### config.mk
export PLATFORM = sky130hd
export DESIGN_NAME = clock_source_startup_select
export DESIGN_NICKNAME = d
export VERILOG_FILES = /design/src/pkg/clock_source_pkg.sv /design/src/startup_counter.sv /design/src/clock_source_startup_select.sv
export VERILOG_INCLUDE_DIRS = /design/src /design/src/pkg
export SDC_FILE = /design/constraint.sdc
export NUM_CORES = 1
export LEC_CHECK = 0
export BUFFER_PORTS_ARGS = -buffer_cell sky130_fd_sc_hd__buf_2
export CAP_MARGIN = 20
export CORE_MARGIN = 1.5
export CORE_UTILIZATION = 47
export DETAILED_ROUTE_END_ITERATION = 8
export PLACE_DENSITY = 0.77
export SETUP_SLACK_MARGIN = 0.05
export SYNTH_ARGS = -nofsm -noshare
export SYNTH_HDL_FRONTEND = slang
export SYNTH_SLANG_ARGS = --single-unit
### constraint.sdc
create_clock -name CLK -period 2.1 [get_ports CLK]
set_clock_uncertainty 0.1 [all_clocks]
set_input_delay 0.42 -clock CLK [delete_from_list [all_inputs] [get_ports CLK]]
set_output_delay 0.42 -clock CLK [all_outputs]
set_load 0.01 [all_outputs]
### src/pkg/clock_source_defines.svh
// Constants for the clock source and start-up selection block
`ifndef CLOCK_SOURCE_DEFINES_SVH
`define CLOCK_SOURCE_DEFINES_SVH

// Register byte offsets on the bus
`define OFS_TRIM        32'h0000_0000
`define OFS_STATUS      32'h0000_0004

// Status word field positions
`define ST_SRC          0
`define ST_SUT          2
`define ST_SEQ          4
`define ST_RSVD         7
`define ST_CORE         8
`define ST_LEGACY       9
`define ST_CLOCK_SOURCE_SELECT_FUSES        10

// Clock source select codes as read from the fuses (0 = programmed)
`define CODE_INT_LO     4'h1
`define CODE_INT_HI     4'h4
`define CODE_RC_LO      4'h5
`define CODE_RC_HI      4'h8
`define CODE_LF_XTAL    4'h9

// Start-up time fuse codes
`define SUT_0           2'h0
`define SUT_1           2'h1
`define SUT_2           2'h2
`define SUT_3           2'h3

// Reset delay in watchdog oscillator cycles
`define WD_NONE         17'h0_0000
`define WD_4K           17'h0_1000
`define WD_64K          17'h1_0000

// Wake-up delay in selected source cycles
`define CK_6            17'h0_0006
`define CK_18           17'h0_0012
`define CK_1K           17'h0_0400
`define CK_32K          17'h0_8000

// AHB-Lite transfer type bit marking an active transfer
`define HTRANS_ACTIVE   1

`endif

### src/pkg/clock_source_pkg.sv
// Types shared by the clock source and start-up selection block
package clock_source_pkg;

	// Decoded clock source family
	typedef enum logic [1:0] {
		SRC_OTHER   = 2'h0,
		SRC_LF_XTAL = 2'h1,
		SRC_EXT_RC  = 2'h2,
		SRC_INT_RC  = 2'h3
	} source_t;

	// Start-up sequence, Gray coded along boot, delay, count, run
	typedef enum logic [2:0] {
		SEQ_BOOT  = 3'h0,
		SEQ_WDOG  = 3'h1,
		SEQ_CKCNT = 3'h3,
		SEQ_RUN   = 3'h2,
		SEQ_SLEEP = 3'h6
	} seq_state_t;

endpackage : clock_source_pkg

### src/startup_counter.sv
// Tick counter that reports when a loaded number of ticks has passed
`timescale 1ns/1ps
`include "clock_source_defines.svh"

module startup_counter import clock_source_pkg::*; (
	// Clock and reset
	input  wire logic        clk,
	input  wire logic        srst,
	// Control
	input  wire logic        load,
	input  wire logic [16:0] target,
	input  wire logic        tick,
	// Status
	output logic             done
);

	logic [16:0] count;   // Ticks seen since load
	logic [16:0] limit;   // Captured target
	wire  [16:0] count_inc = count + 17'h0_0001;

	// Load restarts the count; a zero target is done at once
	always_ff @(posedge clk) begin
		if (srst) begin
			count <= `WD_NONE;
			limit <= `WD_NONE;
			done  <= 1'b0;
		end else if (load) begin
			count <= `WD_NONE;
			limit <= target;
			done  <= (target == `WD_NONE);
		end else if (tick && !done) begin
			count <= count_inc;
			done  <= (count_inc == limit);
		end
	end

endmodule : startup_counter

### src/clock_source_startup_select.sv
// Clock source decode, start-up sequencing and oscillator trim register
`timescale 1ns/1ps
`include "clock_source_defines.svh"

// What this block does
// - Code 1001 selects low-frequency watch crystal
// - Option fuse adds 36 pF crystal caps
// - Crystal start-up: 1K/4K, 1K/64K, 32K/64K
// - Codes 0101 to 1000 select external RC
// - RC start-up: 18, 18+4K, 18+64K, 6+4K
// - Codes 0001 to 0100 select internal RC
// - Internal RC: 6 CK, reset delay 0/4K/64K
// - Reset loads calibration byte into trim
// - Trim zero slowest, FF fastest, monotonic
// - Watchdog oscillator times the reset delay
// - Trim register hidden in legacy mode
// - Fuse bit 1 unprogrammed, 0 programmed
// - Reset delay counts 0, 4096 or 65536 cycles
// - Selected source clocks the wake-up count
module clock_source_startup_select import clock_source_pkg::*; #(
	parameter logic [16:0] WDOG_LONG_CYCLES = `WD_64K,
	parameter logic [16:0] CK_LONG_CYCLES   = `CK_32K
) (
	// Clock and reset
	input  wire logic        CLK,
	input  wire logic        SRST,
	// AHB-Lite slave
	input  wire logic        HSEL,
	input  wire logic [31:0] HADDR,
	input  wire logic [1:0]  HTRANS,
	input  wire logic        HWRITE,
	input  wire logic [2:0]  HSIZE,
	input  wire logic [31:0] HWDATA,
	input  wire logic        HREADY,
	output logic      [31:0] HRDATA,
	output logic             HREADYOUT,
	output logic             HRESP,
	// Configuration fuses, static pins
	input  wire logic [3:0]  CLOCK_SOURCE_SELECT_FUSES,
	input  wire logic [1:0]  STARTUP_TIME_FUSES,
	input  wire logic        OSCILLATOR_OPTION_FUSE,
	input  wire logic        LEGACY_MODE_FUSE,
	// Oscillator outputs, asynchronous to CLK
	input  wire logic        WDOG_OSC,
	input  wire logic        SOURCE_OSC,
	// Calibration and power control
	input  wire logic [7:0]  CAL_BYTE,
	input  wire logic        SLEEP_REQ,
	input  wire logic        WAKE_REQ,
	// Clock system controls
	output source_t          SOURCE_SEL,
	output logic      [1:0]  RC_RANGE,
	output logic             INT_CAP_EN,
	output logic      [7:0]  TRIM_VALUE,
	output logic             CORE_CLK_EN,
	output logic             RESET_DELAY_BUSY,
	output logic             FUSE_RESERVED
);

	// Fuse code to source family
	function automatic source_t decode_source(input logic [3:0] code);
		if (code == `CODE_LF_XTAL)
			return SRC_LF_XTAL;
		if (code >= `CODE_RC_LO && code <= `CODE_RC_HI)
			return SRC_EXT_RC;
		if (code >= `CODE_INT_LO && code <= `CODE_INT_HI)
			return SRC_INT_RC;
		return SRC_OTHER;
	endfunction : decode_source

	// Reset delay in watchdog cycles; reserved codes take the longest
	function automatic logic [16:0] wd_target(input source_t s,
	                                          input logic [1:0] startup_time_fuses);
		case (s)
			SRC_LF_XTAL: begin
				return (startup_time_fuses == `SUT_0) ? `WD_4K : WDOG_LONG_CYCLES;
			end
			SRC_EXT_RC: begin
				case (startup_time_fuses)
					`SUT_0: return `WD_NONE;
					`SUT_2: return WDOG_LONG_CYCLES;
					default: return `WD_4K;
				endcase
			end
			SRC_INT_RC: begin
				case (startup_time_fuses)
					`SUT_0: return `WD_NONE;
					`SUT_1: return `WD_4K;
					default: return WDOG_LONG_CYCLES;
				endcase
			end
			default: return WDOG_LONG_CYCLES;
		endcase
	endfunction : wd_target

	// Wake-up delay in source cycles; reserved codes take the longest, except internal RC code 11 at 6
	function automatic logic [16:0] ck_target(input source_t s,
	                                          input logic [1:0] startup_time_fuses);
		case (s)
			SRC_LF_XTAL: begin
				return (startup_time_fuses[1] == 1'b0) ? `CK_1K : CK_LONG_CYCLES;
			end
			SRC_EXT_RC: begin
				return (startup_time_fuses == `SUT_3) ? `CK_6 : `CK_18;
			end
			SRC_INT_RC: return `CK_6;
			default: return CK_LONG_CYCLES;
		endcase
	endfunction : ck_target

	// Two-stage synchronisers for pins; fuses need no reset
	logic [7:0] fuse_meta;   // First stage, read only by fuse_sync
	logic [7:0] fuse_sync;   // Clock_source_select_fuses, sut, option, legacy
	logic [1:0] osc_meta;    // First stage, read only by osc_sync
	logic [1:0] osc_sync;    // Watchdog, source oscillator
	logic [1:0] osc_prev;    // For rising-edge detection

	// Sample the static fuse levels
	always_ff @(posedge CLK) begin
		fuse_meta <= {CLOCK_SOURCE_SELECT_FUSES, STARTUP_TIME_FUSES,
		              OSCILLATOR_OPTION_FUSE, LEGACY_MODE_FUSE};
		fuse_sync <= fuse_meta;
	end

	// Oscillators are far slower than CLK, so edges can be counted here.
	// No reset: the edge detector keeps tracking the pin through reset,
	// so a high oscillator at release is not mistaken for a rising edge
	always_ff @(posedge CLK) begin
		osc_meta <= {WDOG_OSC, SOURCE_OSC};
		osc_sync <= osc_meta;
		osc_prev <= osc_sync;
	end

	// Fuse fields; programmed bits read as zero
	wire [3:0] clock_source_select_fuses       = fuse_sync[7:4];
	wire [1:0] startup_time_fuses         = fuse_sync[3:2];
	wire       opt_prog    = ~fuse_sync[1];
	wire       legacy_mode = ~fuse_sync[0];
	wire       wd_tick     = osc_sync[1] & ~osc_prev[1];
	wire       ck_tick     = osc_sync[0] & ~osc_prev[0];

	// Live decode of the fuse settings
	wire source_t     src_now = decode_source(clock_source_select_fuses);
	wire       [16:0] wd_now  = wd_target(src_now, startup_time_fuses);
	wire       [16:0] ck_now  = ck_target(src_now, startup_time_fuses);
	wire       [3:0]  rc_base = (src_now == SRC_EXT_RC) ? `CODE_RC_LO
	                                                    : `CODE_INT_LO;
	wire       [3:0]  rc_off  = clock_source_select_fuses - rc_base;
	wire       [1:0]  range_now = (src_now == SRC_EXT_RC ||
	                               src_now == SRC_INT_RC) ? rc_off[1:0]
	                                                      : 2'h0;
	// Caps only for crystal and RC; left off with the internal RC
	wire cap_now  = opt_prog & (src_now == SRC_LF_XTAL ||
	                            src_now == SRC_EXT_RC);
	wire rsvd_now = (src_now == SRC_OTHER) ||
	                ((src_now == SRC_LF_XTAL || src_now == SRC_INT_RC) &&
	                 startup_time_fuses == `SUT_3);

	// Registered clock system controls
	always_ff @(posedge CLK) begin
		if (SRST) begin
			SOURCE_SEL    <= SRC_OTHER;
			RC_RANGE      <= 2'h0;
			INT_CAP_EN    <= 1'b0;
			FUSE_RESERVED <= 1'b0;
		end else begin
			SOURCE_SEL    <= src_now;
			RC_RANGE      <= range_now;
			INT_CAP_EN    <= cap_now;
			FUSE_RESERVED <= rsvd_now;
		end
	end

	// Start-up sequencer
	seq_state_t state;         // Current sequence step
	seq_state_t next_state;    // Step after this edge
	logic       wd_done;       // Reset delay expired
	logic       ck_done;       // Wake-up count expired

	// Targets are captured on load, so fuse changes later do not matter
	wire wd_load = (state == SEQ_BOOT);
	wire ck_load = (state == SEQ_WDOG && wd_done) ||
	               (state == SEQ_SLEEP && WAKE_REQ);

	// Next step of the sequence
	always_comb begin
		next_state = state;
		case (state)
			SEQ_BOOT:  next_state = SEQ_WDOG;
			SEQ_WDOG: begin
				if (wd_done)
					next_state = SEQ_CKCNT;
			end
			SEQ_CKCNT: begin
				if (ck_done)
					next_state = SEQ_RUN;
			end
			SEQ_RUN: begin
				if (SLEEP_REQ)
					next_state = SEQ_SLEEP;
			end
			SEQ_SLEEP: begin
				// Wake skips the reset delay, only the source count runs
				if (WAKE_REQ)
					next_state = SEQ_CKCNT;
			end
			default:   next_state = SEQ_BOOT;
		endcase
	end

	// Sequence state and gate outputs
	always_ff @(posedge CLK) begin
		if (SRST) begin
			state            <= SEQ_BOOT;
			CORE_CLK_EN      <= 1'b0;
			RESET_DELAY_BUSY <= 1'b1;
		end else begin
			state            <= next_state;
			CORE_CLK_EN      <= (next_state == SEQ_RUN);
			RESET_DELAY_BUSY <= (next_state == SEQ_BOOT ||
			                     next_state == SEQ_WDOG);
		end
	end

	// Reset delay timed by the watchdog oscillator, whatever the source
	startup_counter u_wdog_delay (
		.clk    (CLK),
		.srst   (SRST),
		.load   (wd_load),
		.target (wd_now),
		.tick   (wd_tick),
		.done   (wd_done)
	);

	// Wake-up count timed by the selected source itself
	startup_counter u_source_delay (
		.clk    (CLK),
		.srst   (SRST),
		.load   (ck_load),
		.target (ck_now),
		.tick   (ck_tick),
		.done   (ck_done)
	);

	// AHB-Lite slave, zero wait state, always OKAY
	assign HREADYOUT = 1'b1;
	assign HRESP     = 1'b0;

	wire addr_phase = HSEL & HTRANS[`HTRANS_ACTIVE] & HREADY;
	wire sel_trim   = (HADDR == `OFS_TRIM) & ~legacy_mode;
	wire sel_status = (HADDR == `OFS_STATUS);

	logic       wr_trim;       // Data phase of a trim write
	logic [31:0] status_word;  // Live status view

	// Remember a trim write for its data phase
	always_ff @(posedge CLK) begin
		if (SRST)
			wr_trim <= 1'b0;
		else if (addr_phase)
			wr_trim <= HWRITE & sel_trim;
		else
			wr_trim <= 1'b0;
	end

	// Trim follows the calibration byte in every reset, then software
	always_ff @(posedge CLK) begin
		if (SRST)
			TRIM_VALUE <= CAL_BYTE;
		else if (wr_trim)
			TRIM_VALUE <= HWDATA[7:0];
	end

	// Forward a write in flight so back-to-back read sees it
	wire [7:0] trim_read = wr_trim ? HWDATA[7:0] : TRIM_VALUE;

	// Status assembled from the block's own state
	always_comb begin
		status_word = 32'h0000_0000;
		status_word[`ST_SRC +: 2]   = SOURCE_SEL;
		status_word[`ST_SUT +: 2]   = startup_time_fuses;
		status_word[`ST_SEQ +: 3]   = state;
		status_word[`ST_RSVD]       = FUSE_RESERVED;
		status_word[`ST_CORE]       = CORE_CLK_EN;
		status_word[`ST_LEGACY]     = legacy_mode;
		status_word[`ST_CLOCK_SOURCE_SELECT_FUSES +: 4] = clock_source_select_fuses;
	end

	// Unmapped or hidden addresses read as zero
	wire [31:0] read_mux = sel_trim   ? {24'h00_0000, trim_read} :
	                       sel_status ? status_word : 32'h0000_0000;

	// Read data captured at the address phase, held until the next read
	always_ff @(posedge CLK) begin
		if (SRST)
			HRDATA <= 32'h0000_0000;
		else if (addr_phase && !HWRITE)
			HRDATA <= read_mux;
	end
endmodule : clock_source_startup_select

Word level (Yosys, flattened, before mapping)
Cells that the tools add are included.
{ "classes": {"n_addsub": 3, "order_cmp": 4, "eq_ne": 16, "mux": 32, "n_bitwise": 13, "n_reduce_logical": 30} }
{ "op_table": {"columns": ["op", "count"], "rows": [
  ["case mux 17 bit (2 select lines)", 2],
  ["case mux 17 bit (3 select lines)", 1],
  ["case mux 16 bit (3 select lines)", 1],
  ["adder 17 x 1 -> 17 bit (second input constant)", 2],
  ["equality test 17 bit", 2],
  ["logical NOT 17 bit", 2],
  ["equality test 32 x 3 -> 1 bit (second input constant)", 1],
  ["logical NOT 32 bit", 1],
  ["2-to-1 mux 14 bit", 2],
  ["2-to-1 mux 17 bit", 1],
  ["2-to-1 mux 16 bit", 1],
  ["2-to-1 mux 8 bit", 2],
  ["case mux 3 bit (5 select lines)", 1],
  ["2-to-1 mux 2 bit", 6],
  ["2-to-1 mux 3 bit", 4],
  ["2-to-1 mux 1 bit", 10],
  ["equality test 3 x 2 -> 1 bit (second input constant)", 3],
  ["equality test 2 bit (second input constant)", 4],
  ["logical AND 1 bit", 8],
  ["OR reduction 2 bit", 4],
  ["bitwise AND 1 bit", 7],
  ["equality test 3 x 1 -> 1 bit (second input constant)", 2],
  ["logical NOT 3 bit", 2],
  ["logical OR 1 bit", 6],
  ["13 further kinds", 23]
]} }
{ "totals": {"register_bits": 144, "output_inout_bits": 50, "elab_cells": 119} }

Depth between registers and ports, before layout
{ "depth": {"depth_word": 13, "ltp_mapped": 8, "depth_no_buf": 8} }

Cells and area by module
Synthesis repeated with hierarchy kept, for this count alone.
{ "hier_totals": {"cells_unflattened": 672, "area_unflattened_um2": 6198.4} }
{ "by_module_without_submodules": {"columns": ["module", "instances", "cells_per_inst", "area_per_inst_um2"], "rows": [
  ["startup_counter", 2, 223, 1965.6],
  ["clock_source_startup_select", 1, 226, 2267.2]
]} }

Worst setup path before layout
Ideal clock, no wire load.
{ "synth_path": {"kind": "register -> register", "from": "register u_source_delay.count[0]", "to": "register u_source_delay.done", "arrival_time_ns": 1.979, "required_ns": 1.927, "slack_ns": -0.052, "path_stages_with_launch": 9, "synth_period_minus_slack_ns": 2.152, "cell_sequence": "dfxtp_1 > ha_1 > buf_6 > and3_4 > a41o_2 > a311oi_1 > a311oi_1 > or4_1 > o22ai_2"} }
{ "synth_between": {"elab_chain_cells": 4} }
{ "synth_rtl": {"columns": ["element", "line", "rtl"], "rows": [
  ["start, declared", "startup_counter.sv:17", "logic [16:0] count;"],
  ["start signal, assigned", "startup_counter.sv:24", "count <= `WD_NONE;"],
  ["start signal, assigned", "startup_counter.sv:28", "count <= `WD_NONE;"],
  ["start signal, assigned", "startup_counter.sv:32", "count <= count_inc;"],
  ["adder 17 x 1 -> 17 bit", "startup_counter.sv:19", "wire [16:0] count_inc = count + 17'h0_0001;"],
  ["equality test 17 bit", "startup_counter.sv:33", "done <= (count_inc == limit);"],
  ["2-to-1 mux 1 bit", "startup_counter.sv:31", "end else if (tick && !done) begin"],
  ["2-to-1 mux 1 bit", "startup_counter.sv:27", "end else if (load) begin"],
  ["end signal, assigned", "startup_counter.sv:30", "done <= (target == `WD_NONE);"],
  ["end signal, assigned", "startup_counter.sv:33", null],
  ["end, declared", "startup_counter.sv:14", "output logic done"]
]} }
Every way passes these cells. The select of a mux whose other input is x is not followed.
A chain may end at the register's enable or synchronous reset.

Final worst setup path
{ "layout_path": {"from": "register u_wdog_delay.count[1]", "to": "register u_wdog_delay.done"} }
{ "layout_between": {"elab_chain_cells": 4} }
{ "layout_rtl": {"columns": ["element", "line"], "rows": [
  ["start, declared", "startup_counter.sv:17"],
  ["start signal, assigned", "startup_counter.sv:24"],
  ["start signal, assigned", "startup_counter.sv:28"],
  ["start signal, assigned", "startup_counter.sv:32"],
  ["adder 17 x 1 -> 17 bit", "startup_counter.sv:19"],
  ["equality test 17 bit", "startup_counter.sv:33"],
  ["2-to-1 mux 1 bit", "startup_counter.sv:31"],
  ["2-to-1 mux 1 bit", "startup_counter.sv:27"],
  ["end signal, assigned", "startup_counter.sv:30"],
  ["end signal, assigned", "startup_counter.sv:33"],
  ["end, declared", "startup_counter.sv:14"]
]} }
Every way passes these cells. The select of a mux whose other input is x is not followed.

==> results.yml <==
worst_setup_path:
  crit_end: "u_wdog_delay.done"
  critPathLaunchType: "flop"
  r2r_slack_ps: 90
  reg2reg_depth: 8
  crit_type: "flop to flop"
  rr_startpoint: "u_wdog_delay.count[1]"
  worstPathArrival_ps: 2200
  cp_data_required_time_ps: 2290
  crit_fanout: 5
  critPathLaunch: "u_wdog_delay.count[1]"
  end_kind: "flop"
  r2r_end: "u_wdog_delay.done"
logic_synthesis:
  syn_area_per_cell_um2: 8.803
  synth_ff_type: "dfxtp_1"
  yosys.area.top_type_share_pct: 41.85
  yosysSeqAreaShare_pct: 41.85
  ys_warn_count: 0
  syn_area_um2: 4736
  ys_top_cells_by_area: "dfxtp_1 42%, nor2_1 5.5%, xor2_1 5.0%, mux2_2 3.8%, buf_4 3.5%"
  synth_top_area_cell: "dfxtp_1"
  yosysUniqueCellTypes: 63
  async_flop_share_pct: 0
  synth_edf_count: 0
  ys_ff_latch: 99
  synth_cells: 538
cts:
  insertion_delay_ps: 370
  cts_root_buffer: "clkbuf_8"
  h-tree-depth: 3
  clkTransAtPathRegs_ps: 100
  cts.sinks: 99
  cts_buffers: 9
  tritoncts: "yes"
  clockBufferDepth: 2
power:
  peakVddDrop_uv: 496.4
  pwr-share-comb_pct: 10.7
  power.leakage_nw: 2.384
  netSwitchingPower_mw: 0.9851
  clockPowerShare_pct: 33.6
  power_density_nw_per_um2: 625.9
  seqPwrFrac_pct: 55.7
  internal_power_mw: 2.581
  p_sw_share_pct: 27.62
route:
  final_antenna_net_count: 0
  num_vias: 4217
  drt_first_pass_iters: 4
  viasPerCell: 5.358
  drc: 0
  routedWlPerCell_um: 14.27
  drt_iter0_drc: 174
  wl_mm: 11.23
sta:
  fmax_mhz: 497.4
  rsz0062_at_grt: "yes"
  finalSetupViolCount: 0
  report.final.slew_viol_count: 0
  post-route-min-period_ps: 2011
  whs_ps: 49.19
  finalSetupTns_ps: 0
  hold_viol: 0
  fin_ws_ps: 89.48
  period_share_pct: 95.74
run_status:
  status: "completed"
grt:
  antenna_found_initial: 0
  track_usage_pct: 20.92
  grt_pass1_wl_mm: 17.65
  overflow: 0
  grt_max_degree: 27
  grt_pass1_vias: 3911
place:
  dpl.cell_count: 769
  dp_hpwl_mm: 8.112
  dp_slack_ps: -15.12
  gp_congestion: 0.9030
  placed_area_um2: 5416
  portBuffers: 95
floorplan:
  pin_count: 144
  die_h_um: 103.4
  start_util_pct: 48.45
  core_region_area_um2: 9774
  dieArea_um2: 10690
  rows: 36
  die_x_um: 103.4
layout:
  seq_area_um2: 1989
  drive_gt1_share_pct: 30.43
  fin_cells: 787
  antenna_cells: 0
  syn_to_final_growth_pct: 20.32
  design_area_um2: 5698
  nFillCells: 849
  multiInputGateArea_um2: 2540
  nets: 749
worst_hold_path:
  min_path_cells: 1
  hp-start: "CLOCK_SOURCE_SELECT_FUSES[0]"
  hold_class: "primary input to flop"
run:
  cap_viol_max_count: 0
==> cell usage after synthesis (all sizes together) (16+ instances only) <==
| cell | count |
|---|---|
| nand3 | 17 |
| xor2 | 27 |
| buf | 29 |
| mux2 | 16 |
| nand2 | 44 |
| clkbuf | 21 |
| dfxtp | 99 |
| nand4 | 20 |
| nor2 | 69 |
| xnor2 | 18 |
| o21ai | 20 |
==> cells in the final DEF, fill, tap and decap left out, drive strengths merged, types with 2 or more instances in the layout <==
cell type	n
buf	132
dfxtp	99
nor2	69
nand2	44
xor2	27
o21ai	20
conb	20
nand4	20
inv	19
xnor2	18
nand3	17
mux2	16
nor4	15
a21oi	14
nor3	14
a22oi	9
clkbuf	9
or3	9
a32oi	7
and3	7
a31oi	6
ha	6
a211oi	5
nor3b	4
nor2b	4
o21a	3
or2	3
o31ai	3
or4	3
clkinv	3
and4	3
mux2i	2
a211o	2
nand3b	2
nand2b	2
a311oi	2
==> what timing repair did <==
item | 4_1_cts | 5_1_grt
buffers inserted | 1 | 1
setup endpoints to repair | 2 | 4
hold buffers | 0 | 0
resized for setup | 5 | 14
pin swaps | 1 | 3
==> per-stage QoR <==
| step | utilization [%] | power, mW |
|---|---|---|
| after floorplan | - | 2.261 |
| after global placement | 55.41 | 2.385 |
| after detailed placement | 55.41 | 2.398 |
| after CTS | 57.68 | 3.583 |
| after global routing | 58.29 | 3.716 |
| final | 58.29 | 3.566 |
==> cell families after synthesis <==
group                      synth area share (%)
buffers and inverters                     7.345
DFF                                       41.85
muxes                                     4.227
xor gates and xnor gates                  8.322
AOI/OAI and AO/OA                         12.23
adders and majority gates                 1.585
and+or+nand+nor                           24.28
other                                    0.1586
==> power by group through the flow <==
stage | Clock (mW) | Sequential (mW) | Combinational, mW
floorplan | 0 | 2.03 | 0.235
global placement | 0 | 2.02 | 0.361
detailed placement | 0 | 2.03 | 0.371
CTS | 1.22 | 1.98 | 0.374
global route | 1.30 | 2.00 | 0.418
finish | 1.20 | 1.99 | 0.381
==> layout make-up <==
cell class | instances | share of cell area (%)
Clock buffer | 9 | 2.174
Clock inverter | 7 | 1.208
Inverter | 15 | 0.9881
Multi-Input combinational cell | 392 | 44.58
Sequential cell | 99 | 34.91
Tap cell | 133 | 2.921
Timing Repair Buffer | 132 | 13.22
==> state kept, by name, summed over array words and instances, names as in the netlist <==
register	count
u_wdog_delay.limit	2
u_wdog_delay.count	17
u_source_delay.done	1
fuse_meta	8
INT_CAP_EN	1
fuse_sync	8
CORE_CLK_EN	1
FUSE_RESERVED	1
HRDATA	14
TRIM_VALUE	8
RC_RANGE	2
SOURCE_SEL	2
wr_trim	1
osc_sync	2
state	3
u_source_delay.limit	5
u_wdog_delay.done	1
osc_meta	2
u_source_delay.count	17
RESET_DELAY_BUSY	1
osc_prev	2
==> worst max-delay path, stage by stage, from the launching register on <==
cell and delay, ps:
dfxtp_2 370, ha_2 210, nand4_1 100, buf_4 180, nor3_2 180, xor2_1 220
o211a_1 170, o2111ai_1 140, a211oi_2 250
==> worst min path at each step <==
stage / to / slack [ps]
after detailed placement: fuse_sync[6] / 210
after global placement: fuse_sync[7] / 210
after floorplan: fuse_sync[0] / 210
after global routing: fuse_meta[4] / 20
final: fuse_meta[4] / 50
after CTS: fuse_meta[4] / 30
==> layer usage <==
| metal | track usage, % | part of all wire (%) | up-vias |
|---|---|---|---|
| met1 | 23.66 | 42 | 1976 |
| met3 | 4.503 | 5.1 | 10 |
| met4 | 7.796 | 1.2 | 0 |
| li1 | - | - | 2082 |
| met5 | 0 | 0 | - |
| met2 | 38.46 | 52 | 149 |
Power figures use the tool's default switching activity.
